File: src/logic/mid_pkg.sv
/*
 Package for the interrupt dispatch block: register addresses, reset values,
 source layout, timing counts and carrier structs.
 Assumes an 8-bit special register port driven by the core, one clock domain.
*/
package mid_pkg;

    localparam int          NUM_SRC        = 15;
    localparam int          SRC_W          = 4;

    localparam logic [7:0]  ADDR_EN_MAIN   = 8'ha8;
    localparam logic [7:0]  ADDR_PRI_MAIN  = 8'hb8;
    localparam logic [7:0]  ADDR_EXT_CFG   = 8'he4;
    localparam logic [7:0]  ADDR_EN_EXT1   = 8'he6;
    localparam logic [7:0]  ADDR_EN_EXT2   = 8'he7;
    localparam logic [7:0]  ADDR_PRI_EXT1  = 8'hf3;
    localparam logic [7:0]  ADDR_PRI_EXT2  = 8'hf4;
    localparam logic [7:0]  ADDR_PEND_LO   = 8'he2;
    localparam logic [7:0]  ADDR_PEND_HI   = 8'he3;
    localparam logic [7:0]  ADDR_ACTIVE    = 8'hf5;

    localparam logic [7:0]  REG_RESET      = 8'h00;
    localparam int          GLOBAL_EN_BIT  = 7;
    localparam int          MAIN_SRC_CNT   = 7;
    localparam int          EXT1_SRC_CNT   = 6;
    localparam int          EXT2_SRC_CNT   = 2;

    // sources cleared by hardware on vectoring: the two pin sources and timers 0, 1
    localparam logic [14:0] AUTO_CLR_MASK  = 15'h000f;

    localparam int          DETECT_CYC     = 1;
    localparam int          CALL_CYC       = 4;
    localparam logic [2:0]  CALL_CNT       = 3'(CALL_CYC - 1);

    typedef struct packed {
        logic       wr;
        logic       rd;
        logic [7:0] addr;
        logic [7:0] wdata;
    } mid_sfr_req_s;

    typedef struct packed {
        logic             valid;
        logic             high;
        logic [SRC_W-1:0] src;
    } mid_req_s;

    typedef enum logic [1:0] {
        MID_IDLE,
        MID_WAIT_INSN,
        MID_CALL,
        MID_HOLD
    } mid_state_e;

endpackage

File: src/logic/mid_arbiter.sv
/*
 Fixed-order priority arbiter for the dispatch block.
 Assumes the eligible vector is already gated by enables and the preemption
 level; purely combinational.
*/
module mid_arbiter
    import mid_pkg::*;
#(
    parameter int N = NUM_SRC
)(
    input  wire logic [N-1:0] elig_i,
    input  wire logic [N-1:0] prio_i,
    output mid_req_s          pick_o
);

    function automatic logic [SRC_W:0] first_set(input logic [N-1:0] v);
        first_set = '0;
        for (int i = N - 1; i >= 0; i--)
        begin
            if (v[i])
            begin
                first_set = {1'b1, SRC_W'(i)};
            end
        end
    endfunction

    logic [SRC_W:0] hi_pick;
    logic [SRC_W:0] lo_pick;

    always_comb
    begin
        hi_pick = first_set(elig_i & prio_i);
        lo_pick = first_set(elig_i & ~prio_i);
        if (hi_pick[SRC_W])
        begin
            pick_o = '{valid: 1'b1, high: 1'b1, src: hi_pick[SRC_W-1:0]};
        end
        else
        begin
            // lowest index wins within a level
            pick_o = '{valid: lo_pick[SRC_W], high: 1'b0, src: lo_pick[SRC_W-1:0]};
        end
    end

endmodule

File: src/logic/mid_dispatch.sv
/*
 Interrupt dispatch for a small microcontroller: pending flags, enables,
 priorities and the request handshake toward the instruction sequencer.
 Assumes the core signals instruction boundaries, vector acceptance and
 the end of each return_from_interrupt; the register port is synchronous.
*/
// Function
// Up to fifteen sources are held, each with a low or high priority level.
// A source's condition pulse sets its pending flag to one.
// A flag is set by its condition whether the source is enabled or not.
// An enabled source raises a request as soon as its flag is set.
// After the current instruction ends a long_call is made to the source's fixed vector.
// Each routine ends with return_from_interrupt and execution resumes where it left off.
// A flag of a disabled source has no effect on program flow.
// Each source has its own enable bit and is considered only when it is set.
// Individual enables work only while global_irq_enable is one.
// Clearing global_irq_enable blocks every source.
// Designated sources have their flag cleared by hardware when the core vectors.
// Software clears the other flags before the return.
// A flag still set after the return requests again after one more instruction.
// High priority preempts a low routine, a high routine is never preempted, low is default.
// Requests are sampled each clock; best response is one detect cycle plus four call cycles.
// Equal-level requests are arbitrated in a fixed per-source order.
// A software write that sets a pending flag acts exactly like a hardware set.
module mid_dispatch
    import mid_pkg::*;
(
    input  wire logic               clock_i,
    input  wire logic               resetn_i,
    input  wire logic [NUM_SRC-1:0] src_event_i,
    input  wire logic [NUM_SRC-1:0] sw_clear_i,
    input  mid_sfr_req_s            sfr_i,
    input  wire logic               insn_done_i,
    input  wire logic               vector_ack_i,
    input  wire logic               return_from_interrupt_done_i,
    output logic [7:0]              sfr_rdata_o,
    output logic                    irq_req_o,
    output logic [SRC_W-1:0]        irq_src_o,
    output logic                    long_call_o,
    output logic [NUM_SRC-1:0]      pending_o,
    output logic [7:0]              ext_pin_irq_config_o
);

    logic [7:0]         irq_enable_main_r,    irq_enable_main_nxt;
    logic [7:0]         irq_priority_main_r,  irq_priority_main_nxt;
    logic [7:0]         ext_pin_irq_config_r, ext_pin_irq_config_nxt;
    logic [7:0]         irq_enable_ext_1_r,   irq_enable_ext_1_nxt;
    logic [7:0]         irq_enable_ext_2_r,   irq_enable_ext_2_nxt;
    logic [7:0]         irq_priority_ext_1_r, irq_priority_ext_1_nxt;
    logic [7:0]         irq_priority_ext_2_r, irq_priority_ext_2_nxt;
    logic [NUM_SRC-1:0] pend_r,               pend_nxt;
    logic [7:0]         rdata_r,              rdata_nxt;

    logic [NUM_SRC-1:0] en_vec;
    logic [NUM_SRC-1:0] pri_vec;
    logic [NUM_SRC-1:0] elig;
    logic               global_irq_enable;
    mid_req_s           pick;

    always_comb
    begin
        en_vec  = {irq_enable_ext_2_r[EXT2_SRC_CNT-1:0],
                   irq_enable_ext_1_r[EXT1_SRC_CNT-1:0],
                   irq_enable_main_r[MAIN_SRC_CNT-1:0]};
        pri_vec = {irq_priority_ext_2_r[EXT2_SRC_CNT-1:0],
                   irq_priority_ext_1_r[EXT1_SRC_CNT-1:0],
                   irq_priority_main_r[MAIN_SRC_CNT-1:0]};
        global_irq_enable = irq_enable_main_r[GLOBAL_EN_BIT];
    end

    // dispatch sequencer
    mid_state_e         state_r,     state_nxt;
    logic               act_lo_r,    act_lo_nxt;
    logic               act_hi_r,    act_hi_nxt;
    logic               skip_r,      skip_nxt;
    logic               cur_hi_r,    cur_hi_nxt;
    logic [SRC_W-1:0]   src_r,       src_nxt;
    logic [2:0]         cnt_r,       cnt_nxt;
    logic               req_r,       req_nxt;
    logic               call_r,      call_nxt;
    logic               vec_clr;

    always_comb
    begin
        // nothing enters while a high routine runs; low routine only yields to high
        elig = pend_r & en_vec & {NUM_SRC{global_irq_enable}};
        if (act_hi_r)
        begin
            elig = '0;
        end
        else if (act_lo_r)
        begin
            elig = elig & pri_vec;
        end
    end

    mid_arbiter #(
        .N      (NUM_SRC)
    ) u_arb (
        .elig_i (elig),
        .prio_i (pri_vec),
        .pick_o (pick)
    );

    always_comb
    begin
        state_nxt  = state_r;
        act_lo_nxt = act_lo_r;
        act_hi_nxt = act_hi_r;
        skip_nxt   = skip_r;
        cur_hi_nxt = cur_hi_r;
        src_nxt    = src_r;
        cnt_nxt    = cnt_r;
        req_nxt    = 1'b0;
        call_nxt   = 1'b0;
        vec_clr    = 1'b0;
        if (return_from_interrupt_done_i)
        begin
            // leave innermost level; one instruction must run before re-entry
            if (act_hi_r)
            begin
                act_hi_nxt = 1'b0;
            end
            else
            begin
                act_lo_nxt = 1'b0;
            end
            skip_nxt = 1'b1;
        end
        case (state_r)
            MID_IDLE:
            begin
                if (pick.valid && !skip_r && !return_from_interrupt_done_i)
                begin
                    state_nxt  = MID_WAIT_INSN;
                    src_nxt    = pick.src;
                    cur_hi_nxt = pick.high;
                    req_nxt    = 1'b1;
                end
                else if (skip_r && insn_done_i)
                begin
                    skip_nxt = 1'b0;
                end
            end
            MID_WAIT_INSN:
            begin
                req_nxt = 1'b1;
                if (!pick.valid)
                begin
                    state_nxt = MID_IDLE;
                    req_nxt   = 1'b0;
                end
                else if (insn_done_i)
                begin
                    state_nxt = MID_CALL;
                    cnt_nxt   = CALL_CNT;
                    req_nxt   = 1'b0;
                    call_nxt  = 1'b1;
                    vec_clr   = AUTO_CLR_MASK[src_r];
                    if (cur_hi_r)
                    begin
                        act_hi_nxt = 1'b1;
                    end
                    else
                    begin
                        act_lo_nxt = 1'b1;
                    end
                end
                else
                begin
                    src_nxt    = pick.src;
                    cur_hi_nxt = pick.high;
                end
            end
            MID_CALL:
            begin
                call_nxt = 1'b1;
                cnt_nxt  = cnt_r - 3'h1;
                if (cnt_r == 3'h1)
                begin
                    state_nxt = MID_HOLD;
                end
            end
            MID_HOLD:
            begin
                if (vector_ack_i || cnt_r == 3'h0)
                begin
                    state_nxt = MID_IDLE;
                end
            end
            default:
            begin
                state_nxt = MID_IDLE;
            end
        endcase
    end

    always_comb
    begin
        irq_enable_main_nxt    = irq_enable_main_r;
        irq_priority_main_nxt  = irq_priority_main_r;
        ext_pin_irq_config_nxt = ext_pin_irq_config_r;
        irq_enable_ext_1_nxt   = irq_enable_ext_1_r;
        irq_enable_ext_2_nxt   = irq_enable_ext_2_r;
        irq_priority_ext_1_nxt = irq_priority_ext_1_r;
        irq_priority_ext_2_nxt = irq_priority_ext_2_r;
        pend_nxt               = pend_r & ~sw_clear_i;
        if (vec_clr)
        begin
            pend_nxt[src_r] = 1'b0;
        end
        if (sfr_i.wr)
        begin
            case (sfr_i.addr)
                ADDR_EN_MAIN:  irq_enable_main_nxt    = sfr_i.wdata;
                ADDR_PRI_MAIN: irq_priority_main_nxt  = sfr_i.wdata;
                ADDR_EXT_CFG:  ext_pin_irq_config_nxt = sfr_i.wdata;
                ADDR_EN_EXT1:  irq_enable_ext_1_nxt   = sfr_i.wdata;
                ADDR_EN_EXT2:  irq_enable_ext_2_nxt   = sfr_i.wdata;
                ADDR_PRI_EXT1: irq_priority_ext_1_nxt = sfr_i.wdata;
                ADDR_PRI_EXT2: irq_priority_ext_2_nxt = sfr_i.wdata;
                ADDR_PEND_LO:  pend_nxt = {pend_nxt[14:8], sfr_i.wdata};
                ADDR_PEND_HI:  pend_nxt = {sfr_i.wdata[6:0], pend_nxt[7:0]};
                default:       pend_nxt = pend_nxt;
            endcase
        end
        // hardware set wins over any clear in the same cycle
        pend_nxt = pend_nxt | src_event_i;

        rdata_nxt = rdata_r;
        if (sfr_i.rd)
        begin
            case (sfr_i.addr)
                ADDR_EN_MAIN:  rdata_nxt = irq_enable_main_r;
                ADDR_PRI_MAIN: rdata_nxt = irq_priority_main_r;
                ADDR_EXT_CFG:  rdata_nxt = ext_pin_irq_config_r;
                ADDR_EN_EXT1:  rdata_nxt = irq_enable_ext_1_r;
                ADDR_EN_EXT2:  rdata_nxt = irq_enable_ext_2_r;
                ADDR_PRI_EXT1: rdata_nxt = irq_priority_ext_1_r;
                ADDR_PRI_EXT2: rdata_nxt = irq_priority_ext_2_r;
                ADDR_PEND_LO:  rdata_nxt = pend_r[7:0];
                ADDR_PEND_HI:  rdata_nxt = {1'b0, pend_r[14:8]};
                ADDR_ACTIVE:   rdata_nxt = {5'h00, skip_r, act_hi_r, act_lo_r};
                default:       rdata_nxt = REG_RESET;
            endcase
        end
    end

    always_ff @(posedge clock_i)
    begin
        if (!resetn_i)
        begin
            irq_enable_main_r    <= REG_RESET;
            irq_priority_main_r  <= REG_RESET;
            ext_pin_irq_config_r <= REG_RESET;
            irq_enable_ext_1_r   <= REG_RESET;
            irq_enable_ext_2_r   <= REG_RESET;
            irq_priority_ext_1_r <= REG_RESET;
            irq_priority_ext_2_r <= REG_RESET;
            pend_r               <= '0;
            rdata_r              <= REG_RESET;
            state_r              <= MID_IDLE;
            act_lo_r             <= 1'b0;
            act_hi_r             <= 1'b0;
            skip_r               <= 1'b0;
            cur_hi_r             <= 1'b0;
            src_r                <= '0;
            cnt_r                <= '0;
            req_r                <= 1'b0;
            call_r               <= 1'b0;
        end
        else
        begin
            irq_enable_main_r    <= irq_enable_main_nxt;
            irq_priority_main_r  <= irq_priority_main_nxt;
            ext_pin_irq_config_r <= ext_pin_irq_config_nxt;
            irq_enable_ext_1_r   <= irq_enable_ext_1_nxt;
            irq_enable_ext_2_r   <= irq_enable_ext_2_nxt;
            irq_priority_ext_1_r <= irq_priority_ext_1_nxt;
            irq_priority_ext_2_r <= irq_priority_ext_2_nxt;
            pend_r               <= pend_nxt;
            rdata_r              <= rdata_nxt;
            state_r              <= state_nxt;
            act_lo_r             <= act_lo_nxt;
            act_hi_r             <= act_hi_nxt;
            skip_r               <= skip_nxt;
            cur_hi_r             <= cur_hi_nxt;
            src_r                <= src_nxt;
            cnt_r                <= cnt_nxt;
            req_r                <= req_nxt;
            call_r               <= call_nxt;
        end
    end

    always_comb
    begin
        sfr_rdata_o          = rdata_r;
        irq_req_o            = req_r;
        irq_src_o            = src_r;
        long_call_o          = call_r;
        pending_o            = pend_r;
        ext_pin_irq_config_o = ext_pin_irq_config_r;
    end

endmodule

File: config.mk
export PLATFORM = sky130hd
export DESIGN_NAME = mid_dispatch
export DESIGN_NICKNAME = d
export VERILOG_FILES = /design/src/logic/mid_pkg.sv /design/src/logic/mid_arbiter.sv /design/src/logic/mid_dispatch.sv
export SDC_FILE = /design/constraint.sdc
export NUM_CORES = 1
export LEC_CHECK = 0
export BUFFER_PORTS_ARGS = -buffer_cell sky130_fd_sc_hd__buf_2
export CAP_MARGIN = 10
export CORE_MARGIN = 1.5
export CORE_UTILIZATION = 57
export DETAILED_ROUTE_END_ITERATION = 10
export PLACE_DENSITY = 0.8
export SKIP_LAST_GASP = 1
export SLEW_MARGIN = 20
export SYNTH_ARGS = -nofsm -noshare
export SYNTH_HDL_FRONTEND = slang
export SYNTH_HIERARCHICAL = 1
export SYNTH_SLANG_ARGS = --single-unit
File: constraint.sdc
create_clock -name clock_i -period 4.25 [get_ports clock_i]
set_input_delay 0.2125 -clock clock_i [delete_from_list [all_inputs] [get_ports clock_i]]
set_output_delay 0.2125 -clock clock_i [all_outputs]
set_load 0.01 [all_outputs]
Word-level counts from Yosys, hierarchy flattened
Memory sizes are Yosys's and may differ from the RTL's. A register that Yosys moved wholly into a read port is not among the register bits.
Cells that the tools add are included.
{"block": "totals", "register_bits": 94, "elab_cells": 159, "n_memories": 1, "romBits": 16, "input_bits": 53, "output_inout_bits": 37}
{"block": "op_classes", "add_sub_neg": 1, "muxes": 84, "eq_ne": 21, "reduce_logical": 21, "order_cmp": 2, "n_bitwise": 11}
{"name": "(no name shown)", "words": 16, "word_bits": 1, "read_ports": 1, "rd_ports_with_merged_regs": 1, "write_ports": 0, "line": "mid_dispatch.sv:159", "source": "vec_clr = AUTO_CLR_MASK[src_r];"}
{"cell": "$mux 5", "count": 30}
{"cell": "$and 15x15->15", "count": 7}
{"cell": "$eq 8x8->1 const B", "count": 10}
{"cell": "$pmux 8 s10", "count": 1}
{"cell": "$mux 15", "count": 4}
{"cell": "$not 15->15", "count": 3}
{"cell": "$pmux 15 s2", "count": 1}
{"cell": "$mux 1", "count": 28}
{"cell": "$mux 4", "count": 5}
{"cell": "$or 15x15->15", "count": 1}
{"cell": "$reduce_and 2->1", "count": 7}
{"cell": "$ne 2x2->1 const B", "count": 6}
{"cell": "$mux 2", "count": 5}
{"cell": "$pmux 2 s4", "count": 1}
{"cell": "$pmux 4 s2", "count": 1}
{"cell": "$reduce_and 4->1", "count": 2}
{"cell": "$mux 3", "count": 2}
{"cell": "$mux 6", "count": 1}
{"cell": "$pmux 1 s2", "count": 3}
{"cell": "$pmux 3 s2", "count": 1}
{"cell": "$lt 4x5->1 const B", "count": 1}
{"cell": "$demux 1 s4", "count": 1}
{"cell": "$eq 2x2->1 const B", "count": 2}
{"cell": "$ge 4x1->1 const B", "count": 1}
{"cell": "11 further kinds", "count": 16}

Longest topological paths before layout
Gate-level depths: netlist (run 1).
{"block": "depth", "ltp_word": 28, "depth_mapped": 14, "mapped_depth_nobuf": 12}

By module
Netlist (run 1), hierarchy kept.
{"mod": "mid_dispatch", "cells_per_inst": 554, "seq_area_each_um2": 1901.8, "instances": 1, "area_per_inst_um2": 5083.6}
{"mod": "mid_arbiter", "cells_per_inst": 77, "seq_area_each_um2": 0.0, "instances": 1, "area_per_inst_um2": 498.0}

Worst setup path before layout (run 1)
OpenSTA, ideal clock, no wires.
{"block": "synth_path", "kind": "flip-flop to flip-flop", "from": "reg act_hi_r", "to": "reg with a tool-made name", "path_stages_with_launch": 15, "period_less_slack_ns": 3.183, "path_buffers": 2, "path_slack_ns": 1.067, "arrival_time_ns": 3.069, "required_time_ns": 4.135, "setup_ns": 0.115, "cell_sequence": "dfxtp_1 > nand2b_1 > clkbuf_1 > nor3_1 > a22oi_1 > and4_1 > and2_4 > inv_2 > or4_4 > clkbuf_2 > nor3b_1 > o221ai_1 > a21oi_1 > and4_1 > o21a_1"}
{"element": "start: declaration", "line": "mid_dispatch.sv:74", "source": "logic act_hi_r, act_hi_nxt;"}
{"element": "start signal: assignment", "line": "mid_dispatch.sv:285", "source": "act_hi_r <= act_hi_nxt;"}

==> results of run 1 <==
==> metal layers <==
metal  routed length (um)  GRT usage (%)
met1                 7270           45.3
met2                 7640           52.3
met3                 1590           7.46
met4                  475           11.9
met5                    0              0
==> through the flow <==
stage	util (%)	worst slack (ps)	total power [mW]	hold WS (ps)
floorplan	-	1070	1.03	313
global placement	64.4	820	1.10	433
detailed placement	64.4	719	1.11	440
CTS	66.8	673	1.79	93.3
global route	66.8	379	1.85	117
finish	66.8	582	1.79	97.0
==> flip-flops by register name, summed over array words and instances (netlist names), 3 cells and up, named ones only <==
signal                count
pending_o                15
ext_pin_irq_config_o      8
irq_priority_ext_2_r      8
irq_priority_ext_1_r      8
irq_enable_ext_2_r        8
irq_enable_main_r         8
irq_enable_ext_1_r        8
irq_src_o                 4
sfr_rdata_o               8
irq_priority_main_r       8
cnt_r                     3
==> power breakdown <==
group          total, mW  leakage, nW  switching, mW  internal, mW
logic              0.169         1.66          0.102        0.0672
registers          0.924        0.770         0.0220         0.902
clock network      0.702        0.115          0.347         0.355
total               1.79         2.54          0.471          1.32
==> worst max-delay path, cell delays in order (launching register included) <==
cell	delay [ps]
dfxtp_1	370
nand2b_1	520
nor3_1	230
a222oi_1	440
and3_1	270
and2_4	190
inv_2	40
or4_4	580
nor3b_1	170
o221ai_1	240
a21oi_1	110
and4_1	230
o21a_1	180
==> cell usage after synthesis, drive strengths merged (4+ instances only) <==
cell type | instances | share of area (%)
nor3b | 10 | 1.3
nand4 | 5 | 0.56
ha | 8 | 1.8
a32oi | 8 | 1.3
a31oi | 5 | 0.56
nor2 | 8 | 0.58
and3 | 5 | 0.56
o311ai | 4 | 0.63
and4b | 4 | 0.72
o21ai | 23 | 2.1
nand2 | 47 | 3.2
buf | 12 | 1.2
a21boi | 24 | 3.2
a21oi | 22 | 2.0
clkbuf | 28 | 1.9
nor3 | 15 | 1.3
nor2b | 83 | 9.3
o2111ai | 9 | 1.4
nor4 | 5 | 0.83
a22oi | 11 | 1.5
nand4b | 5 | 1.1
and2 | 4 | 0.49
mux2i | 58 | 10
a22o | 14 | 2.2
nand2b | 16 | 1.8
mux2 | 10 | 2.0
dfxtp | 95 | 34
a222oi | 8 | 1.4
inv | 23 | 1.5
nand3 | 22 | 2.5
==> kinds of logic (layout without fill, tap and decap cells) <==
kind of cell	Yosys count	count (layout)	share of synthesized area, %
AND/OR/NAND/NOR	245	245	27.1
AO/OA/AOI/OAI	152	152	19.9
flip-flops	95	95	34.1
multiplexers	68	68	12.4
buffers and inverters	63	131	4.71
adder cells (fa/ha/maj)	8	8	1.79
other	0	1	0
==> final cells by class <==
cell class                      instances  area, um^2
Inverter                               23        86.3
Antenna cell                            1        2.50
Multi-Input combinational cell        473        3420
Clock buffer                           11         141
Fill cell                             853        3110
Clock inverter                          5        86.3
Timing Repair Buffer                   92         468
Tap cell                              129         161
Sequential cell                        95        1900
==> worst max-delay path by stage <==
stage | to | depth (start not counted) | slack (ps) | startpoint
finish | flip-flop | 12 | 580 | act_hi_r$_SDFF_PN0_
global route | flip-flop | 12 | 380 | act_hi_r$_SDFF_PN0_
CTS | flip-flop | 12 | 670 | act_hi_r$_SDFF_PN0_
detailed placement | flip-flop | 12 | 720 | act_hi_r$_SDFF_PN0_
global placement | flip-flop | 12 | 820 | act_hi_r$_SDFF_PN0_
floorplan | flip-flop | 14 | 1070 | act_hi_r$_SDFF_PN0_
==> run_results.csv, run 1 <==
group,metric,value,unit
logic_synthesis,synth_edf_count,0,
routing,drt_first_pass_iters,6,
timing,fin_worst_skew,10.9,ps
timing,rsz0062_at_grt,"no",
placement,gp_congestion,0.949,
routing,antenna_left,0,
timing,timing.fmax,273,MHz
routing,vias,5250,
hold_path,hold_start,"src_event_i[13]",
power_and_ir_drop,p_per_area,286,mW/mm^2
clock_tree,path_clk_slew,100,ps
global_routing,grt_pass1_wl,26200,um
logic_synthesis,synthDistinctLibCells,68,
logic_synthesis,yosysSeqAreaShare,34.1,%
clock_tree,cts-root-buf,"clkbuf_8",
setup_path,crit_path_start_kind,"flip-flop",
clock_tree,clkSinkCount,95,
timing,fin_crit,3670,ps
placement,post-dp-hpwl,12300,um
placement,dp.cells,812,
clock_tree,ctsHtreeMaxLevel,3,
logic_synthesis,avgSynthCellArea,8.85,um^2
die,start_util,59.6,%
clock_tree,cts_inserted_buffers,9,
outcome,status,"finished, final reports clean",
setup_path,end_kind,"flip-flop",
setup_path,r2r_start,"act_hi_r$_SDFF_PN0_",
routing,wl_per_cell,20.5,um
setup_path,ff2ff_path_depth,12,
logic_synthesis,netlist_instances,631,
timing,drv_slew,0,
cells_and_area,nets,755,
setup_path,cp_max_fo,15,
setup_path,path_class,"flip-flop to flip-flop",
hold_path,min_to,"pending_o[13]$_SDFF_PN0_",
logic_synthesis,syn-cell-area,0.00558,mm^2
cells_and_area,layout-drive-gt1-share,19.3,%
timing,slew_headroom,39.4,%
logic_synthesis,async_flop_share,0,%
routing,wl,17000,um
hold_path,worstHoldPathCells,3,
clock_tree,cts_tree,"done",
logic_synthesis,ys.warnings.count,6,
die,die_h,102,um
timing,hold_viol_final,0,
logic_synthesis,ys_ff_latch,95,
timing,post-route-period-util,86.3,%
routing,drt_iter0_drc,578,
clock_tree,clk_latency,370,ps
hold_path,hold_path.class,"input port to flip-flop",
setup_path,critPathArrivalTime,3940,ps
power_and_ir_drop,ir_worst_vdd,148,uV
setup_path,cp.required,4530,ps
cells_and_area,mostFrequentLayoutCell,"dfxtp_1",
run,maxCapViolations,0,
setup_path,r2r_setup_slack,580,ps
routing,drc_errors,0,
clock_tree,max-clock-path-buffers,2,
cells_and_area,final_cell_area,0.00626,mm^2
cells_and_area,stdcell_count,829,
power_and_ir_drop,leakagePower,2.54,nW
timing,finalSetupTns,0,ps
die,dieWidth,102,um
placement,dpl-instance-area,0.00603,mm^2
die,core_area,0.00937,mm^2
cells_and_area,layout_common_cells,"dfxtp_1 (95), buf_2 (89), nor2b_1 (83)",
timing,finalSetupViolations,0,
global_routing,grt_max_degree,50,
global_routing,antenna_found_initial,1,
global_routing,grt_overflow,0,
global_routing,grt_pass1_vias,4826,
clock_tree,post_cts_buffers,0,
routing,viasPerCell,6.33,
die,ios,90,
placement,port_buffers,89,
cells_and_area,synthToLayoutAreaGrowth,12.2,%
logic_synthesis,synthFlopType,"dfxtp_1",
clock_tree,cts_hold_buffers,0,
die,dieArea,0.0104,mm^2
die,core.rowCount,35,
timing,tightest_slew,904,ps
logic_synthesis,syn_nets,692,
clock_tree,ctsResizeCount,0,
global_routing,grtUsageTotal,33.3,%
(Power assumes the default switching activity.)
==> run 2, diff against run 1 <==
--- a/config.mk
+++ b/config.mk
@@ -7,8 +7,10 @@
 export LEC_CHECK = 0
 export BUFFER_PORTS_ARGS = -buffer_cell sky130_fd_sc_hd__buf_2
 export CAP_MARGIN = 10
+export CELL_PAD_IN_SITES_DETAIL_PLACEMENT = 0
+export CELL_PAD_IN_SITES_GLOBAL_PLACEMENT = 1
 export CORE_MARGIN = 1.5
-export CORE_UTILIZATION = 57
+export CORE_UTILIZATION = 43
 export DETAILED_ROUTE_END_ITERATION = 10
 export PLACE_DENSITY = 0.8
 export SKIP_LAST_GASP = 1
==> run 2 against run 1 <==
Effect of this change: final cell count increased by 5.1%; cell area is 2.6% higher; critical path type unchanged; wire length increased by 2.9%.
==> run_results.csv, run 2 (same netlist as run 1, synthesis figures left out) <==
group,metric,value,unit
setup_path,cp.required,4490,ps
timing,drv_slew,0,
setup_path,cp_slowest_stage_delay,590,ps
power_and_ir_drop,ir_worst_vdd,181,uV
global_routing,grtUsageTotal,26.1,%
clock_tree,cts-root-buf,"clkbuf_16",
timing,hold_viol_final,0,
global_routing,grt_pass1_vias,4690,
power_and_ir_drop,p_seq_share,45.9,%
global_routing,antenna_found_initial,1,
timing,post-route-period-util,84.6,%
outcome,status,"finished, final reports clean",
setup_path,worstPathCellList,"nand2b_1, nor3_1, nor2b_1, nor4_1, nand2b_1, or4_4, nor3b_1, o221ai_1, a21oi_1, and4_1, o21a_1",
cells_and_area,nets,755,
die,start_util,44.2,%
power_and_ir_drop,leakagePower,2.59,nW
die,core_area,0.0126,mm^2
clock_tree,ctsResizeCount,0,
routing,maxUsedRoutingLayer,"met5",
power_and_ir_drop,intPower,1.52,mW
clock_tree,clkSinkCount,95,
routing,vias,5242,
routing,drc_errors,0,
routing,drt-met1-wl,7760,um
clock_tree,ctsHtreeMaxLevel,3,
cells_and_area,layout-drive-gt1-share,19.5,%
cells_and_area,diodes,0,
clock_tree,max-clock-path-buffers,2,
setup_path,crit_slowest_cell,"or4_4",
power_and_ir_drop,p_per_area,313,mW/mm^2
placement,port_buffers,89,
routing,wl_met3,1410,um
hold_path,hold_start,"insn_done_i",
die,dieWidth,117,um
timing,fin_worst_skew,10.1,ps
hold_path,min_to,"skip_r$_SDFF_PN0_",
setup_path,path_class,"flip-flop to flip-flop",
cells_and_area,multiInputGateArea,0.00342,mm^2
routing,drt_iter0_drc,483,
clock_tree,cts_hold_buffers,0,
global_routing,grt_overflow,0,
routing,wl,17500,um
hold_path,hold_path.class,"input port to flip-flop",
setup_path,path_common_cell,"nand2b_1",
timing,slew_headroom,39.5,%
cells_and_area,layout_common_cells,"dfxtp_1 (95), buf_2 (89), nor2b_1 (83)",
die,dieArea,0.0137,mm^2
setup_path,ff2ff_path_depth,11,
power_and_ir_drop,p_switching,487,uW
timing,fin_crit,3600,ps
clock_tree,cts_tree,"done",
clock_tree,cts_inserted_buffers,9,
power_and_ir_drop,switching_share,24.2,%
placement,gp_congestion,0.926,
cells_and_area,synthToLayoutAreaGrowth,15.2,%
power_and_ir_drop,clkPwrFrac,45.6,%
cells_and_area,fill_cells,1210,
setup_path,crit_path_start_kind,"flip-flop",
setup_path,r2r_setup_slack,650,ps
routing,drt_first_pass_iters,5,
setup_path,cp_max_fo,15,
timing,timing.fmax,278,MHz
hold_path,worstHoldPathCells,2,
cells_and_area,ff_latch_area,0.00190,mm^2
setup_path,end_kind,"flip-flop",
timing,finalSetupViolations,0,
routing,antenna_left,0,
setup_path,critPathArrivalTime,3840,ps
die,die_h,117,um
placement,dpl-instance-area,0.00609,mm^2
routing,viasPerCell,6.02,
routing,wl_per_cell,20.0,um
die,ios,90,
power_and_ir_drop,combPwrFrac,8.4,%
cells_and_area,final_cell_area,0.00643,mm^2
timing,rsz0062_at_grt,"no",
routing,route.met2.wl,7760,um
power_and_ir_drop,total_power,2.01,mW
timing,finalSetupTns,0,ps
placement,post-dp-hpwl,12800,um
setup_path,r2r_start,"act_hi_r$_SDFF_PN0_",
clock_tree,post_cts_buffers,0,
clock_tree,clk_latency,350,ps
timing,tightest_slew,903,ps
die,core.rowCount,41,
cells_and_area,largest_reg_flops,15,
global_routing,grt_max_degree,51,
global_routing,grt_pass1_wl,26600,um
cells_and_area,mostFrequentLayoutCell,"dfxtp_1",
clock_tree,path_clk_slew,70,ps
run,maxCapViolations,0,
## run 2: changes by cell type in the layout (fill, tap and decap cells not counted)
| cell | delta |
|---|---|
| clkbuf_8 | -8 |
| clkbuf_16 | +9 |
| clkbuf_1 | -1 |
| inv_6 | -1 |
| clkinv_4 | +1 |
| diode_2 | -1 |
## run 2: power groups by stage
stage                     Sequential, mW  Combinational, mW  Clock, mW
after global placement             0.943              0.163          0
after detailed placement           0.943              0.166          0
after CTS                          0.922              0.167      0.927
after global routing               0.923              0.182      0.963
final                              0.923              0.169      0.917
after floorplan                    0.937             0.0947          0
## run 2: area by class of cell
type | instances | share of cell area (%)
inverters | 23 | 1.34
well taps | 172 | 3.35
clock buffers | 11 | 3.93
multi-input cells | 473 | 53.2
clock inverters | 5 | 1.34
flip-flops and latches | 95 | 29.6
repair buffers | 92 | 7.28
## run 2: worst max-delay path by stage
stage / startpoint / endpoint / slack (ps) / depth (start not counted)
global placement: act_hi_r$_SDFF_PN0_ / flip-flop / 840 / 12
global route: act_hi_r$_SDFF_PN0_ / flip-flop / 460 / 11
CTS: act_hi_r$_SDFF_PN0_ / flip-flop / 690 / 12
detailed placement: act_hi_r$_SDFF_PN0_ / flip-flop / 730 / 12
floorplan: act_hi_r$_SDFF_PN0_ / flip-flop / 1070 / 14
finish: act_hi_r$_SDFF_PN0_ / flip-flop / 650 / 11
## run 2: worst max-delay path: cells and delay by family, from the launching register on
family           cells  cell delay [ps]
AND/OR/NAND/NOR      8             2580
AO/OA/AOI/OAI        3              530
flip-flops           1              370
## run 2: layer usage
metal	up-vias	track usage, %
li1	2447	-
met1	2525	35.7
met2	230	40.7
met3	38	5.36
met4	2	9.88
met5	-	0
## run 2: through the flow
stage                     utilization, %  hold slack [ps]  setup slack [ps]  std cells
after global routing                50.9              131               461        871
after detailed placement            48.2              447               731        855
after global placement              48.2              434               840        855
after CTS                           50.9              120               693        871
after floorplan                        -              313              1070        631
final                               50.9              128               653        871
==> run 3, diff against run 2 <==
--- a/config.mk
+++ b/config.mk
@@ -10,9 +10,9 @@
 export CELL_PAD_IN_SITES_DETAIL_PLACEMENT = 0
 export CELL_PAD_IN_SITES_GLOBAL_PLACEMENT = 1
 export CORE_MARGIN = 1.5
-export CORE_UTILIZATION = 43
+export CORE_UTILIZATION = 39
 export DETAILED_ROUTE_END_ITERATION = 10
-export PLACE_DENSITY = 0.8
+export PLACE_DENSITY = 0.77
 export SKIP_LAST_GASP = 1
 export SLEW_MARGIN = 20
 export SYNTH_ARGS = -nofsm -noshare
==> constraint.sdc (replaced) <==
create_clock -name clock_i -period 3.3 [get_ports clock_i]
set_input_delay 0.165 -clock clock_i [delete_from_list [all_inputs] [get_ports clock_i]]
set_output_delay 0.165 -clock clock_i [all_outputs]
set_load 0.01 [all_outputs]
==> run 3 against run 2 <==
Effect of this change: register-to-register slack lost 470 ps; via count shrank 1.1%; fmax grew 15%; sequential cell count is the same; wire length grew 4.4%; cell area grew 2.6%; setup slack lost 470 ps; combinational power grew 34%; global-route usage shrank 0.99 points; sequential share of layout area shrank 0.69 points; highest routed layer is now met4.
==> run_results.csv, run 3 (same netlist as run 1, synthesis figures left out) <==
group,metric,value,unit
routing,viasPerCell,5.78,
setup_path,cp_top_family,"simple AND/OR/NAND/NOR gates",
cells_and_area,fill_cells,1305,
routing,wl_per_cell,20.3,um
timing,timing.fmax,321,MHz
setup_path,end_kind,"flip-flop",
global_routing,antenna_found_initial,0,
routing,drc_errors,0,
routing,wl,18200,um
clock_tree,cts-root-buf,"clkbuf_16",
routing,drt_first_pass_iters,6,
clock_tree,cts_inserted_buffers,9,
setup_path,crit_buf_inv,2,
placement,dp.cells,880,
timing,setup_ws,184,ps
timing,fin_worst_skew,5.13,ps
setup_path,cp_slowest_stage_delay,580,ps
setup_path,path_class,"flip-flop to flip-flop",
cells_and_area,synthToLayoutAreaGrowth,18.2,%
global_routing,grtUsageTotal,25.1,%
clock_tree,cts_tree,"done",
hold_path,hold_start,"src_event_i[13]",
cells_and_area,final_cell_area,0.00660,mm^2
timing,finalSetupViolations,0,
hold_path,worstHoldPathCells,3,
cells_and_area,mostFrequentLayoutCell,"dfxtp_1",
die,dieArea,0.0150,mm^2
setup_path,r2r_setup_slack,180,ps
timing,drv_slew,0,
global_routing,grt_pass1_vias,4917,
die,core.rowCount,43,
setup_path,crit_path_start_kind,"flip-flop",
global_routing,grt_pass1_wl,28100,um
cells_and_area,nets,773,
hold_path,hold_path.class,"input port to flip-flop",
power_and_ir_drop,p_per_area,393,mW/mm^2
setup_path,cp.required,3550,ps
hold_path,min_to,"pending_o[13]$_SDFF_PN0_",
die,start_util,40.1,%
power_and_ir_drop,leakagePower,2.69,nW
placement,gp_congestion,0.945,
die,ios,90,
setup_path,r2r_start,"act_hi_r$_SDFF_PN0_",
placement,dpl-instance-area,0.00623,mm^2
power_and_ir_drop,total_power,2.59,mW
die,dieWidth,123,um
global_routing,grt_max_degree,55,
routing,antenna_left,0,
setup_path,ff2ff_path_depth,13,
cells_and_area,final_util,47.3,%
global_routing,grt_overflow,0,
routing,drt_iter0_drc,399,
timing,fin_crit,3120,ps
setup_path,cp_max_fo,15,
setup_path,cp.depth,13,
run,maxCapViolations,0,
cells_and_area,stdcell_count,897,
clock_tree,ctsHtreeMaxLevel,3,
clock_tree,path_clk_slew,70,ps
placement,port_buffers,89,
cells_and_area,layout-drive-gt1-share,22.3,%
die,die_h,123,um
setup_path,worstPathCellList,"nand2b_1, buf_6, nor3_1, a222oi_1, and3_1, and2_4, inv_2, or4_4, nor3b_1, o221ai_1, a21oi_1, and4_1, o21a_1",
clock_tree,clkSinkCount,95,
routing,vias,5184,
timing,slew_headroom,43.8,%
placement,post-dp-hpwl,13600,um
timing,rsz0062_at_grt,"yes",
timing,tightest_slew,843,ps
placement,dp_slack,-21.7,ps
timing,hold_viol_final,0,
cells_and_area,layout_common_cells,"dfxtp_1 (93), buf_2 (89), nor2b_1 (82)",
power_and_ir_drop,ir_worst_vdd,179,uV
cells_and_area,largest_reg_flops,15,
clock_tree,max-clock-path-buffers,2,
clock_tree,cts_hold_buffers,0,
setup_path,critPathArrivalTime,3370,ps
timing,post-route-period-util,94.4,%
setup_path,crit_slowest_cell,"or4_4",
die,core_area,0.0139,mm^2
clock_tree,clk_latency,350,ps
outcome,status,"finished, final reports clean",
==> run 3: layout make-up <==
cell class	count	area (um^2)	share of cell area [%]
Antenna cell	1	2.50	0.0379
Inverter	23	86.3	1.31
Clock inverter	4	77.6	1.18
Timing Repair Buffer	110	607	9.20
Tap cell	180	225	3.41
Clock buffer	11	253	3.83
Multi-Input combinational cell	473	3440	52.1
Sequential cell	95	1910	28.9
==> run 3: tightest hold or removal path: stages <==
cell      delay (ps)
buf_2             80
a21oi_1           30
a21boi_1         120
==> run 3: how the worst max path moves through the flow <==
| stage | start | slack [ps] | endpoint |
|---|---|---|---|
| after floorplan | act_hi_r$_SDFF_PN0_ | 120 | flip-flop |
| after global placement | act_lo_r$_SDFF_PN0_ | 90 | flip-flop |
| after detailed placement | act_lo_r$_SDFF_PN0_ | -20 | flip-flop |
| after CTS | act_hi_r$_SDFF_PN0_ | 70 | flip-flop |
| after global routing | act_hi_r$_SDFF_PN0_ | -20 | pending_o[4]$_SDFF_PN0_ |
| final | act_hi_r$_SDFF_PN0_ | 180 | flip-flop |
==> run 3: power breakdown <==
| part | internal [mW] | switching [mW] | total [mW] |
|---|---|---|---|
| Clock | 0.706 | 0.472 | 1.18 |
| Combinational | 0.0903 | 0.137 | 0.227 |
| Sequential | 1.16 | 0.0254 | 1.19 |
| Total | 1.96 | 0.634 | 2.59 |
==> run 3: through the flow <==
step           setup TNS (ps)  hold slack [ps]
2_1_floorplan               0              266
3_3_place_gp                0              432
3_5_place_dp            -21.7              435
4_1_cts                     0             64.0
5_1_grt                 -35.1             87.7
6_report                    0             71.5
==> run 3: repair_timing <==
action,4_1_cts,5_1_grt
pin swaps,0,3
setup endpoints to repair,1,6
resized for setup,1,8
setup buffers,0,1
==> run 3: metal layers <==
metal  vias to the layer above  GRT usage, %  share of wire [%]
met1                      2470          35.0                 47
met4                         0          11.3                2.6
li1                       2482             -                  -
met5                         -             0                  0
met3                        32          4.00                6.8
met2                       200          38.1                 44
